$ cat src/verilog/pbc_defines.svh
// register indices, field positions and reset values of the pll bandwidth/program block
`ifndef PBC_DEFINES_SVH
`define PBC_DEFINES_SVH

// =====================================================================
// register indices (byte address is four times the index)
`define PBC_IDX_CTRL 8'h1C
`define PBC_IDX_BW 8'h1D
`define PBC_IDX_PROG 8'h1E
`define PBC_IDX_BRK 8'h1F

// =====================================================================
// control register fields
`define PBC_CTRL_IE 7
`define PBC_CTRL_EF 6
`define PBC_CTRL_ON 5
`define PBC_CTRL_BCS 4
`define PBC_CTRL_FILL 4'hF

// =====================================================================
// bandwidth register fields
`define PBC_BW_AUTO 7
`define PBC_BW_LOCK 6
`define PBC_BW_TRK 5
`define PBC_BW_XLD 4

// =====================================================================
// programming register fields and reset values
`define PBC_PROG_MUL_LSB 4
`define PBC_PROG_VRS_LSB 0
`define PBC_MUL_RST 4'h6
`define PBC_VRS_RST 4'h6
`define PBC_MUL_ZERO 4'h0
`define PBC_MUL_ONE 4'h1

// =====================================================================
// break flag control register field
`define PBC_BRK_BREAK_FLAG_CLEAR_EN 0

// =====================================================================
// axi response codes
`define PBC_RESP_OKAY 2'h0
`define PBC_RESP_DECERR 2'h3

`endif

$ cat src/verilog/pbc_pkg.sv
// shared types of the pll bandwidth/program block
`default_nettype none
package pbc_pkg;
  // four-bit register field
  typedef logic [3:0] pbc_nibble_type;
  // register byte as seen by software
  typedef logic [7:0] pbc_byte_type;
endpackage
`default_nettype wire

$ cat src/verilog/pbc_ctrl.sv
// pll bandwidth, programming and control registers behind an axi4-lite slave
//
// Overview of operation
// - auto bit selects bandwidth mode, reset manual
// - lock bit shows lock only in auto
// - auto mode: tracking bit reflects loop state
// - manual mode: tracking bit forces loop mode
// - manual tracking value kept across auto mode
// - loss bit shows crystal absence, vco only
// - multiplier code zero acts as one
// - multiplier resets to six
// - multiplier writes ignored while pll on
// - vco range rw, locked while on, resets six
// - zero range disables pll, blocks vco select
// - lock change sets flag; irq needs enable
// - manual mode: no irq, flag reads zero
// - wait state leaves generator untouched
// - oscillator enable low holds pll enable, irq and clocks low
// - stop clears base select, crystal drives
// - break protects flag unless clear enabled
// - control register read clears event flag
// - base clock is selected source halved
//
// The implementer's own choices: the register addresses and the AXI4-Lite interface to the registers.
`include "pbc_defines.svh"
`default_nettype none
module pbc_ctrl
  import pbc_pkg::*;
#(
  parameter int ADDR_W = 12
) (
  // clock, reset, clock enable
  input wire logic CLK,
  input wire logic RSTN,
  input wire logic CE,
  // axi4-lite write address
  input wire logic [ADDR_W-1:0] AWADDR,
  input wire logic AWVALID,
  output logic AWREADY,
  // axi4-lite write data
  input wire logic [31:0] WDATA,
  input wire logic [3:0] WSTRB,
  input wire logic WVALID,
  output logic WREADY,
  // axi4-lite write response
  output logic [1:0] BRESP,
  output logic BVALID,
  input wire logic BREADY,
  // axi4-lite read address
  input wire logic [ADDR_W-1:0] ARADDR,
  input wire logic ARVALID,
  output logic ARREADY,
  // axi4-lite read data
  output logic [31:0] RDATA,
  output logic [1:0] RRESP,
  output logic RVALID,
  input wire logic RREADY,
  // analog loop status
  input wire logic PLL_LOCK_IN,
  input wire logic PLL_TRACKING_IN,
  // clock sources, sampled as levels
  input wire logic CRYSTAL_CLOCK_IN,
  input wire logic VCO_CLOCK_IN,
  // system integration unit
  input wire logic OSC_ENABLE_IN,
  input wire logic BREAK_ACTIVE,
  // analog loop control
  output logic PLL_ENABLE_OUT,
  output logic AUTO_MODE_OUT,
  output logic FORCE_TRACKING_OUT,
  output logic [3:0] FEEDBACK_RATIO_N_OUT,
  output logic [3:0] VCO_RANGE_OUT,
  // clocks and interrupt
  output logic CRYSTAL_CLOCK_OUT,
  output logic BASE_CLOCK_OUT,
  output logic PLL_IRQ_OUT
);

  // =====================================================================
  // declarations
  logic [ADDR_W-1:0] aw_addr_reg; // captured write address
  logic [7:0] w_data_reg; // captured low data byte
  logic aw_have_reg, w_have_reg, w_strb_reg; // halves held, low lane strobe
  logic do_write, wr_hit, rd_hit, rd_take; // write go, decode hits, read handshake
  logic [7:0] wr_idx, rd_idx; // write and read register indices
  logic wr_ctrl, wr_bw, wr_prog, wr_brk; // register write strobes
  logic ie_reg, flag_reg, pll_power_on_reg, bcs_reg; // control register bits
  logic auto_reg, trk_manual_reg, xld_reg; // auto mode, manual tracking, loss latch
  pbc_nibble_type mul_reg, vrs_reg; // feedback ratio and vco range fields
  logic break_flag_clear_en_reg; // break flag clear enable
  logic [2:0] sync_q; // synchronised lock, tracking, crystal
  logic lock_s, trk_s, xtal_s; // synchronised levels
  logic lock_prev_reg, xtal_prev_reg, vco_prev_reg; // last-cycle levels for edges
  logic lock_change, flag_clear; // lock toggled in auto, flag clearing read
  logic vrs_zero, src_rise; // range zero, selected source rising
  pbc_byte_type rd_byte; // read mux result
  logic [ADDR_W-1:0] idx_limit; // lowest address past the indexed range
  initial begin
    if (ADDR_W < 11) begin
      $error("pbc_ctrl: ADDR_W must be at least 11");
    end
  end
  // =====================================================================
  // analog status synchroniser
  pbc_sync #(.WIDTH(3)) u_sync (
    .clk(CLK), .rst_n(RSTN), .ce(CE),
    .d({PLL_LOCK_IN, PLL_TRACKING_IN, CRYSTAL_CLOCK_IN}),
    .q(sync_q)
  );
  // lock, tracking and crystal reach the status bits only after two flops
  assign lock_s = sync_q[2];
  assign trk_s = sync_q[1];
  assign xtal_s = sync_q[0];
  // =====================================================================
  // address decode
  assign idx_limit = ADDR_W'(1024);
  assign wr_idx = aw_addr_reg[9:2];
  assign rd_idx = ARADDR[9:2];
  // an index hits only with zero upper bits and a known register
  assign wr_hit = (aw_addr_reg < idx_limit) &&
    (wr_idx >= `PBC_IDX_CTRL) && (wr_idx <= `PBC_IDX_BRK);
  assign rd_hit = (ARADDR < idx_limit) &&
    (rd_idx >= `PBC_IDX_CTRL) && (rd_idx <= `PBC_IDX_BRK);
  assign do_write = aw_have_reg && w_have_reg && !BVALID;
  assign rd_take = ARVALID && ARREADY;
  // only the low byte lane carries register data
  assign wr_ctrl = do_write && wr_hit && w_strb_reg && (wr_idx == `PBC_IDX_CTRL);
  assign wr_bw = do_write && wr_hit && w_strb_reg && (wr_idx == `PBC_IDX_BW);
  assign wr_prog = do_write && wr_hit && w_strb_reg && (wr_idx == `PBC_IDX_PROG);
  assign wr_brk = do_write && wr_hit && w_strb_reg && (wr_idx == `PBC_IDX_BRK);
  // =====================================================================
  // write channel: address and data taken in either order
  always_ff @(posedge CLK or negedge RSTN) begin
    if (!RSTN) begin
      aw_addr_reg <= '0;
      aw_have_reg <= 1'b0;
      AWREADY <= 1'b0;
      w_data_reg <= 8'h00;
      w_strb_reg <= 1'b0;
      w_have_reg <= 1'b0;
      WREADY <= 1'b0;
      BVALID <= 1'b0;
      BRESP <= `PBC_RESP_OKAY;
    end else if (CE) begin
      // address half
      if (AWVALID && AWREADY) begin
        aw_addr_reg <= AWADDR;
        aw_have_reg <= 1'b1;
        AWREADY <= 1'b0;
      end else if (!aw_have_reg && !BVALID) begin
        AWREADY <= 1'b1;
      end
      // data half
      if (WVALID && WREADY) begin
        w_data_reg <= WDATA[7:0];
        w_strb_reg <= WSTRB[0];
        w_have_reg <= 1'b1;
        WREADY <= 1'b0;
      end else if (!w_have_reg && !BVALID) begin
        WREADY <= 1'b1;
      end
      // response after both halves
      if (do_write) begin
        aw_have_reg <= 1'b0;
        w_have_reg <= 1'b0;
        BVALID <= 1'b1;
        BRESP <= wr_hit ? `PBC_RESP_OKAY : `PBC_RESP_DECERR;
      end else if (BVALID && BREADY) begin
        BVALID <= 1'b0;
      end
    end
  end
  // =====================================================================
  // read mux
  always_comb begin
    rd_byte = 8'h00;
    unique case (rd_idx)
      `PBC_IDX_CTRL: begin
        rd_byte[`PBC_CTRL_IE] = ie_reg;
        rd_byte[`PBC_CTRL_EF] = flag_reg && auto_reg;
        rd_byte[`PBC_CTRL_ON] = pll_power_on_reg;
        rd_byte[`PBC_CTRL_BCS] = bcs_reg;
        rd_byte[3:0] = `PBC_CTRL_FILL;
      end
      `PBC_IDX_BW: begin
        rd_byte[`PBC_BW_AUTO] = auto_reg;
        rd_byte[`PBC_BW_LOCK] = auto_reg && lock_s;
        // loop state in auto, stored manual value otherwise
        rd_byte[`PBC_BW_TRK] = auto_reg ? trk_s : trk_manual_reg;
        rd_byte[`PBC_BW_XLD] = xld_reg && bcs_reg;
      end
      `PBC_IDX_PROG: begin
        rd_byte[7:4] = mul_reg;
        rd_byte[3:0] = vrs_reg;
      end
      `PBC_IDX_BRK: rd_byte[`PBC_BRK_BREAK_FLAG_CLEAR_EN] = break_flag_clear_en_reg;
      default: rd_byte = 8'h00;
    endcase
  end
  // =====================================================================
  // read channel: one cycle from address handshake to data
  always_ff @(posedge CLK or negedge RSTN) begin
    if (!RSTN) begin
      ARREADY <= 1'b0;
      RVALID <= 1'b0;
      RDATA <= 32'h0000_0000;
      RRESP <= `PBC_RESP_OKAY;
    end else if (CE) begin
      if (rd_take) begin
        ARREADY <= 1'b0;
        RVALID <= 1'b1;
        RDATA <= rd_hit ? {24'h00_0000, rd_byte} : 32'h0000_0000;
        RRESP <= rd_hit ? `PBC_RESP_OKAY : `PBC_RESP_DECERR;
      end else if (RVALID && RREADY) begin
        RVALID <= 1'b0;
      end else if (!RVALID) begin
        ARREADY <= 1'b1;
      end
    end
  end
  // =====================================================================
  // bandwidth mode and tracking select
  always_ff @(posedge CLK or negedge RSTN) begin
    if (!RSTN) begin
      auto_reg <= 1'b0;
      trk_manual_reg <= 1'b0;
    end else if (CE && wr_bw) begin
      auto_reg <= w_data_reg[`PBC_BW_AUTO];
      // tracking select writable only in manual mode; held through auto
      if (!auto_reg) begin
        trk_manual_reg <= w_data_reg[`PBC_BW_TRK];
      end
    end
  end
  // =====================================================================
  // crystal loss latch: write one arms, a crystal edge clears
  always_ff @(posedge CLK or negedge RSTN) begin
    if (!RSTN) begin
      xld_reg <= 1'b0;
      xtal_prev_reg <= 1'b0;
    end else if (CE) begin
      xtal_prev_reg <= xtal_s;
      // the arming write wins over a crystal edge in the same cycle
      if (wr_bw && w_data_reg[`PBC_BW_XLD]) begin
        xld_reg <= 1'b1;
      end else if (xtal_s && !xtal_prev_reg) begin
        xld_reg <= 1'b0;
      end
    end
  end
  // =====================================================================
  // programming register, frozen while the pll is on
  always_ff @(posedge CLK or negedge RSTN) begin
    if (!RSTN) begin
      mul_reg <= `PBC_MUL_RST;
      vrs_reg <= `PBC_VRS_RST;
    end else if (CE && wr_prog && !pll_power_on_reg) begin
      mul_reg <= w_data_reg[`PBC_PROG_MUL_LSB +: 4];
      vrs_reg <= w_data_reg[`PBC_PROG_VRS_LSB +: 4];
    end
  end
  assign vrs_zero = (vrs_reg == 4'h0);
  // =====================================================================
  // break flag clear enable
  always_ff @(posedge CLK or negedge RSTN) begin
    if (!RSTN) begin
      break_flag_clear_en_reg <= 1'b0;
    end else if (CE && wr_brk) begin
      break_flag_clear_en_reg <= w_data_reg[`PBC_BRK_BREAK_FLAG_CLEAR_EN];
    end
  end
  // =====================================================================
  // control register: enable, power on, base select
  always_ff @(posedge CLK or negedge RSTN) begin
    if (!RSTN) begin
      ie_reg <= 1'b0;
      pll_power_on_reg <= 1'b1;
      bcs_reg <= 1'b0;
    end else if (CE) begin
      // enable only writable in auto mode, forced low in manual
      if (!auto_reg) begin
        ie_reg <= 1'b0;
      end else if (wr_ctrl) begin
        ie_reg <= w_data_reg[`PBC_CTRL_IE];
      end
      // power cannot drop while the vco drives the base clock
      if (wr_ctrl && !bcs_reg) begin
        pll_power_on_reg <= w_data_reg[`PBC_CTRL_ON];
      end
      // stop or zero range drops the vco select
      if (!OSC_ENABLE_IN) begin
        bcs_reg <= 1'b0;
      end else if (vrs_zero || !pll_power_on_reg) begin
        bcs_reg <= 1'b0;
      end else if (wr_ctrl) begin
        bcs_reg <= w_data_reg[`PBC_CTRL_BCS];
      end
    end
  end
  // =====================================================================
  // lock change event flag
  assign lock_change = auto_reg && (lock_s != lock_prev_reg);
  // reads clear the flag except during a protected break
  assign flag_clear = rd_take && rd_hit && (rd_idx == `PBC_IDX_CTRL) &&
    (!BREAK_ACTIVE || break_flag_clear_en_reg);
  always_ff @(posedge CLK or negedge RSTN) begin
    if (!RSTN) begin
      lock_prev_reg <= 1'b0;
      flag_reg <= 1'b0;
    end else if (CE) begin
      lock_prev_reg <= lock_s;
      // a new lock change wins over a clearing read
      if (lock_change) begin
        flag_reg <= 1'b1;
      end else if (flag_clear) begin
        flag_reg <= 1'b0;
      end
    end
  end
  // =====================================================================
  // base clock: selected source halved, held low in stop
  assign src_rise = bcs_reg ? (VCO_CLOCK_IN && !vco_prev_reg) :
    (xtal_s && !xtal_prev_reg);
  always_ff @(posedge CLK or negedge RSTN) begin
    if (!RSTN) begin
      vco_prev_reg <= 1'b0;
      BASE_CLOCK_OUT <= 1'b0;
      CRYSTAL_CLOCK_OUT <= 1'b0;
    end else if (CE) begin
      vco_prev_reg <= VCO_CLOCK_IN;
      // nothing here looks at wait, so wait leaves the clocks running
      if (!OSC_ENABLE_IN) begin
        BASE_CLOCK_OUT <= 1'b0;
        CRYSTAL_CLOCK_OUT <= 1'b0;
      end else begin
        if (src_rise) begin
          BASE_CLOCK_OUT <= !BASE_CLOCK_OUT;
        end
        CRYSTAL_CLOCK_OUT <= xtal_s;
      end
    end
  end
  // =====================================================================
  // analog loop controls and interrupt
  always_ff @(posedge CLK or negedge RSTN) begin
    if (!RSTN) begin
      PLL_ENABLE_OUT <= 1'b0;
      AUTO_MODE_OUT <= 1'b0;
      FORCE_TRACKING_OUT <= 1'b0;
      FEEDBACK_RATIO_N_OUT <= `PBC_MUL_ONE;
      VCO_RANGE_OUT <= `PBC_VRS_RST;
      PLL_IRQ_OUT <= 1'b0;
    end else if (CE) begin
      // loop runs only when powered, ranged and oscillator enabled
      PLL_ENABLE_OUT <= pll_power_on_reg && !vrs_zero && OSC_ENABLE_IN;
      AUTO_MODE_OUT <= auto_reg;
      FORCE_TRACKING_OUT <= trk_manual_reg;
      // code zero divides as code one
      FEEDBACK_RATIO_N_OUT <= (mul_reg == `PBC_MUL_ZERO) ? `PBC_MUL_ONE : mul_reg;
      VCO_RANGE_OUT <= vrs_reg;
      // request only in auto mode with enable set and oscillator on
      PLL_IRQ_OUT <= OSC_ENABLE_IN && auto_reg && ie_reg && flag_reg;
    end
  end

endmodule
`default_nettype wire

$ cat src/verilog/pbc_sync.sv
// two-flop synchroniser for analog loop status levels
`default_nettype none
module pbc_sync
  import pbc_pkg::*;
#(
  parameter int WIDTH = 3
) (
  // clock and reset
  input wire logic clk,
  input wire logic rst_n,
  input wire logic ce,
  // levels in and out
  input wire logic [WIDTH-1:0] d,
  output logic [WIDTH-1:0] q
);
  logic [WIDTH-1:0] meta_reg; // first stage, read only by q

  initial begin
    if (WIDTH < 1) begin
      $error("pbc_sync: WIDTH must be at least 1");
    end
  end

  // =====================================================================
  // two stages, frozen while ce is low
  always_ff @(posedge clk or negedge rst_n) begin
    if (!rst_n) begin
      meta_reg <= '0;
      q <= '0;
    end else if (ce) begin
      meta_reg <= d;
      q <= meta_reg;
    end
  end
endmodule
`default_nettype wire
$ cat config.mk
export PLATFORM = sky130hd
export DESIGN_NAME = pbc_ctrl
export DESIGN_NICKNAME = d
export VERILOG_FILES = /design/src/verilog/pbc_pkg.sv /design/src/verilog/pbc_ctrl.sv /design/src/verilog/pbc_sync.sv
export VERILOG_INCLUDE_DIRS = /design/src /design/src/verilog
export SDC_FILE = /design/constraint.sdc
export NUM_CORES = 1
export LEC_CHECK = 0
export BUFFER_PORTS_ARGS = -buffer_cell sky130_fd_sc_hd__buf_2
export CAP_MARGIN = 20
export CORE_MARGIN = 3
export CORE_UTILIZATION = 50
export CTS_BUF_LIST = sky130_fd_sc_hd__clkbuf_8
export DETAILED_ROUTE_END_ITERATION = 8
export GPL_ROUTABILITY_DRIVEN = 0
export GPL_TIMING_DRIVEN = 0
export PLACE_DENSITY_LB_ADDON = 0.2
export RECOVER_POWER = 100
export SETUP_SLACK_MARGIN = 0.3
export SYNTH_ARGS = -nofsm -noshare
export SYNTH_HDL_FRONTEND = slang
export SYNTH_SLANG_ARGS = --single-unit
$ cat constraint.sdc
create_clock -name CLK -period 2.2 [get_ports CLK]
set_input_delay 0.22 -clock CLK [delete_from_list [all_inputs] [get_ports CLK]]
set_output_delay 0.22 -clock CLK [all_outputs]
set_load 0.02 [all_outputs]
# Yosys cells after proc, flatten, opt, wreduce, memory -nomap -nowiden
# Cells that the tools add are included.
[totals]
output_inout_bits = 55
elab_cells = 172
in_bits = 74
reg_bits = 103
[classes]
bitwise = 1
order_cmp = 6
n_eq_ne = 14
mux = 36
n_reduce_logical = 79
[op_table]
columns = ["cell", "count"]
rows = [
  ["equality test 8 x 5 -> 1 bit (second input constant)", 8],
  ["logical AND 1 bit", 39],
  ["AND reduction 2 bit", 17],
  ["2-to-1 mux 1 bit", 29],
  ["less-than comparator 12 x 11 -> 1 bit (second input constant)", 2],
  [">= comparator 8 x 5 -> 1 bit (second input constant)", 2],
  ["less-or-equal comparator 8 x 5 -> 1 bit (second input constant)", 2],
  ["nonzero test 2 bit", 8],
  ["case mux 4 bit (3 select lines)", 1],
  ["zero test 1 bit", 10],
  ["zero test 4 bit", 2],
  ["2-to-1 mux 8 bit", 1],
  ["case mux 3 bit (2 select lines)", 1],
  ["2-to-1 mux 2 bit", 2],
  ["2-to-1 mux 4 bit", 1],
  ["!= test 2 x 1 -> 1 bit (second input constant)", 2],
  ["!= test 2 bit (second input constant)", 2],
  ["!= test 3 x 1 -> 1 bit (second input constant)", 1],
  ["case mux 1 bit (3 select lines)", 1],
  ["AND reduction 3 bit", 1],
  ["logical OR 1 bit", 2],
  ["!= test 1 bit", 1],
  ["inverter 1 bit", 1],
]

# Logic depth before layout (Yosys ltp)
[depth]
depth_word = 9
ltp_mapped = 5

# Modules after synthesis
# Synthesis repeated with hierarchy kept, for this count alone.
[hier_totals]
hier_cells = 281
area_unflattened_um2 = 3418.3
[by_module_without_submodules]
columns = ["mod", "area_each_um2", "n_inst", "seq_area_each_um2", "cells_each"]
rows = [
  ["pbc_ctrl", 3166.8, 1, 1736.7, 268],
  ["pbc_sync", 251.5, 1, 150.1, 13],
]

# Worst setup path before layout
# Ideal clock, no wire load.
[synth_path]
path_kind = "reg2reg"
from = "reg BVALID"
to = "reg mul_reg[0]"
required_time_ns = 2.075
slack_ns = 0.250
n_path_buf = 1
arrival_time_ns = 1.825
period_less_slack_ns = 1.950
path_stages_with_launch = 6
setup_time_ns = 0.125
cell_sequence = "dfrtp_1 nor4b_2 nand4_1 or4b_1 buf_6 mux2_4"
[synth_between]
elab_chain_len = 7
[synth_rtl]
columns = ["item", "line", "source"]
rows = [
  ["start, declared", "pbc_ctrl.sv:47", "output logic BVALID,"],
  ["start signal, assigned", "pbc_ctrl.sv:142", "BVALID <= 1'b0;"],
  ["start signal, assigned", "pbc_ctrl.sv:166", "BVALID <= 1'b1;"],
  ["start signal, assigned", "pbc_ctrl.sv:169", "BVALID <= 1'b0;"],
  ["zero test 1 bit", "pbc_ctrl.sv:124", "assign do_write = aw_have_reg && w_have_reg && !BVALID;"],
  ["logical AND 1 bit", "pbc_ctrl.sv:124", ""],
  ["logical AND 1 bit (3 in series)", "pbc_ctrl.sv:129", "assign wr_prog = do_write && wr_hit && w_strb_reg && (wr_idx == `PBC_IDX_PROG);"],
  ["logical AND 1 bit (2 in series)", "pbc_ctrl.sv:257", "end else if (CE && wr_prog && !pll_power_on_reg) begin"],
  ["end signal, assigned", "pbc_ctrl.sv:255", "mul_reg <= `PBC_MUL_RST;"],
  ["end signal, assigned", "pbc_ctrl.sv:258", "mul_reg <= w_data_reg[`PBC_PROG_MUL_LSB +: 4];"],
  ["end, declared", "pbc_ctrl.sv:89", "pbc_nibble_type mul_reg, vrs_reg;"],
]
# Every way passes these cells.
# A chain may end at the register's enable or synchronous reset.

# Worst setup path in the final report
[layout_path]
from = "reg aw_addr_reg[11]"
to = "reg vrs_reg[0]"
[layout_between]
elab_chain_len = 8
[layout_rtl]
columns = ["item", "line", "source"]
rows = [
  ["start, declared", "pbc_ctrl.sv:81", "logic [ADDR_W-1:0] aw_addr_reg;"],
  ["start signal, assigned", "pbc_ctrl.sv:135", "aw_addr_reg <= '0;"],
  ["start signal, assigned", "pbc_ctrl.sv:147", "aw_addr_reg <= AWADDR;"],
  ["less-than comparator 12 x 11 -> 1 bit", "pbc_ctrl.sv:120", "assign wr_hit = (aw_addr_reg < idx_limit) &&"],
  ["logical AND 1 bit (2 in series)", "pbc_ctrl.sv:120", ""],
  ["logical AND 1 bit (3 in series)", "pbc_ctrl.sv:129", ""],
  ["logical AND 1 bit (2 in series)", "pbc_ctrl.sv:257", ""],
  ["end signal, assigned", "pbc_ctrl.sv:256", "vrs_reg <= `PBC_VRS_RST;"],
  ["end signal, assigned", "pbc_ctrl.sv:259", "vrs_reg <= w_data_reg[`PBC_PROG_VRS_LSB +: 4];"],
  ["end, declared", "pbc_ctrl.sv:89", ""],
]
# Every way passes these cells.

==> run metrics <==
Hold WS=95.6 ps; Seq cells post-synth=75; Pwr per Cell Area=902 mW/mm^2; Worst-path clk slew=80 ps; register area share after synthesis=0.553; GR Overflow Total=0; layout cells sized above 1=0.370; Hold Crit Depth=2; Fillers=551; Rows=29; Crit Path Max Fanout=8; layout net count=472; fmax=514 MHz; area leader, netlist=dfrtp_1; WP data required=2430 ps; Layout area overhead=22.6%; num ports=129; Initial Util=0.525; CTS root buf=clkbuf_8; part of the cycle the worst path needs=0.885; overall die width=88.6 um; worst skew pair latency=350 ps; area of the multi-input gates=0.00132 sq mm; RSZ-0062 raised after global routing=yes; Final Non-Filler Cells=480; Sinks on Clock Net=75; relative slew slack=0.481; # setup viols final=0; PortBufs=73; Post-synth EDFFs=0; M1 WL=3010 um; Remaining DRCs=0; Tot Pwr=3.78 mW; max-cap violations=0; drt first pass iters=4; final clock skew=8.52 ps; Cell Area, Synth=0.00341 sq mm; Worst setup SP type=flip-flop; DP Worst Slack=185 ps; Reg area=0.00189 sq mm; initial antenna violation count=0; routed vias/inst=5.10; Worst-Margin Slew=778 ps; CTS tree=done; worst r2r src=aw_addr_reg[11]$_DFFE_PN0P_; Mapped Cells=283; count leader, synth=dfrtp_1; setup ws final=254 ps; Ys Warns=0; number of global-route vias before repair=2355; Synth async-reset ratio=1.00; R2R Path End=vrs_reg[0]$_DFFE_PN0P_; Max IR drop VDD=0.693 mV; Antenna Violating Nets Remaining=0; status=completed; placeable core region=0.00649 sq mm; largest cells by area after synthesis=dfrtp_1 (49%), mux2_2 (14%), dfstp_2 (6.2%); die area=0.00785 sq mm; WL final=6830 um; Tmin final=1950 ps; wire per inst=14.2 um; Final TNS setup=0 ps; largest net degree at the start of global routing=45; die span in y=88.6 um; Hold Vio Cnt, Final=0; DR top layer=met4; vias=2447; placed cells=457; Met2 Wirelength=3180 um; ant diodes=0; WHS Endpoint=w_data_reg[0]$_DFFE_PN0P_; Final Util=0.644; total CTS buffers=9; most used flip-flop cell after synthesis=dfrtp_1; GRT Util Overall=0.187; first-pass GRT wire length=11100 um; hold path start=WDATA[0]; nature of the critical path endpoint=flip-flop; worst path arrival time=2180 ps; syn avg cell area=12.1 sq um; Setup CP Type=flip-flop to flip-flop; Max Slew Vio Count=0; CTS Buffer Depth=2; flop-to-flop setup slack=250 ps; FF-to-FF path depth=5; Non-Filler Cell Area, Final=0.00418 sq mm; Starting DRT DRC Count=80; metal3 WL=501 um; synth unique cells=42; DP HPWL=5000 um; area share of the largest cell type after synthesis=0.491; max reg flops=10; Placed Area=0.00398 sq mm; commonest cells in the netlist=dfrtp_1 (67), mux2_2 (41), buf_4 (26); hold crit path type=primary input to flip-flop; CTS H-tree lvls=3; Static Leak=2.01 nW
## cell type report
| cell class | count | area share |
|---|---|---|
| Sequential cell | 75 | 0.451 |
| Multi-Input combinational cell | 184 | 0.316 |
| Clock inverter | 6 | 0.0173 |
| Clock buffer | 10 | 0.0329 |
| Timing Repair Buffer | 81 | 0.0918 |
| Buffer | 37 | 0.0583 |
| Inverter | 10 | 0.00897 |
| Tap cell | 77 | 0.0230 |
## layer usage
layer  vias up  track usage
met2        99        0.290
li1       1171            -
met5         -            0
met3        10       0.0475
met4         0       0.0810
met1      1167        0.249
## report_power, final
group | internal [mW] | switching, mW | leakage (nW)
sequential | 1.66 | 0.209 | 0.930
clock | 0.567 | 0.538 | 0.103
combinational | 0.398 | 0.403 | 0.975
## worst max path at each step
stage,from,endpoint
finish,aw_addr_reg[11]$_DFFE_PN0P_,vrs_reg[0]$_DFFE_PN0P_
detailed placement,aw_addr_reg[7]$_DFFE_PN0P_,vrs_reg[3]$_DFFE_PN0P_
CTS,aw_addr_reg[11]$_DFFE_PN0P_,vrs_reg[0]$_DFFE_PN0P_
global route,aw_addr_reg[11]$_DFFE_PN0P_,mul_reg[0]$_DFFE_PN0P_
floorplan,BVALID$_DFFE_PN0P_,mul_reg[0]$_DFFE_PN0P_
global placement,aw_addr_reg[7]$_DFFE_PN0P_,vrs_reg[3]$_DFFE_PN0P_
## critical path, cell delays in order, from the launching register on
cell and delay [ps]:
dfrtp_1 390, nor4b_1 310, nand4_1 160, or4b_4 510
buf_6 170, mux2_4 290
## logic make-up after synthesis
logic type	synth area share
flops	0.553
simple gates	0.115
mux	0.185
buf+inv	0.0825
compound gates	0.0609
xor+xnor	0.00257
other cells	0.00110
## layout by cell type (no fill, tap or decap), types with 3 or more instances in the layout
| cell | n |
|---|---|
| dfrtp_1 | 66 |
| clkbuf_1 | 42 |
| mux2_2 | 41 |
| buf_2 | 40 |
| buf_4 | 30 |
| conb_1 | 24 |
| nand2_1 | 21 |
| inv_1 | 10 |
| nor2_1 | 10 |
| clkbuf_8 | 10 |
| nand3_1 | 9 |
| o21ai_0 | 9 |
| dfstp_2 | 8 |
| a21oi_1 | 6 |
| mux2_4 | 6 |
| mux2i_1 | 5 |
| nand4_1 | 5 |
| nor2b_1 | 5 |
| nor3_1 | 4 |
| nand2b_1 | 4 |
| nor4_1 | 3 |
| nand3b_1 | 3 |
| o31ai_1 | 3 |
| o21a_1 | 3 |
## timing repair
item,CTS,global route
pin swaps,2,1
hold buffers,1,0
resized for setup,1,2
setup buffers,5,1
setup endpoints to repair,8,8
endpoints found under the hold margin,27,0
(Power assumes the default switching activity.)
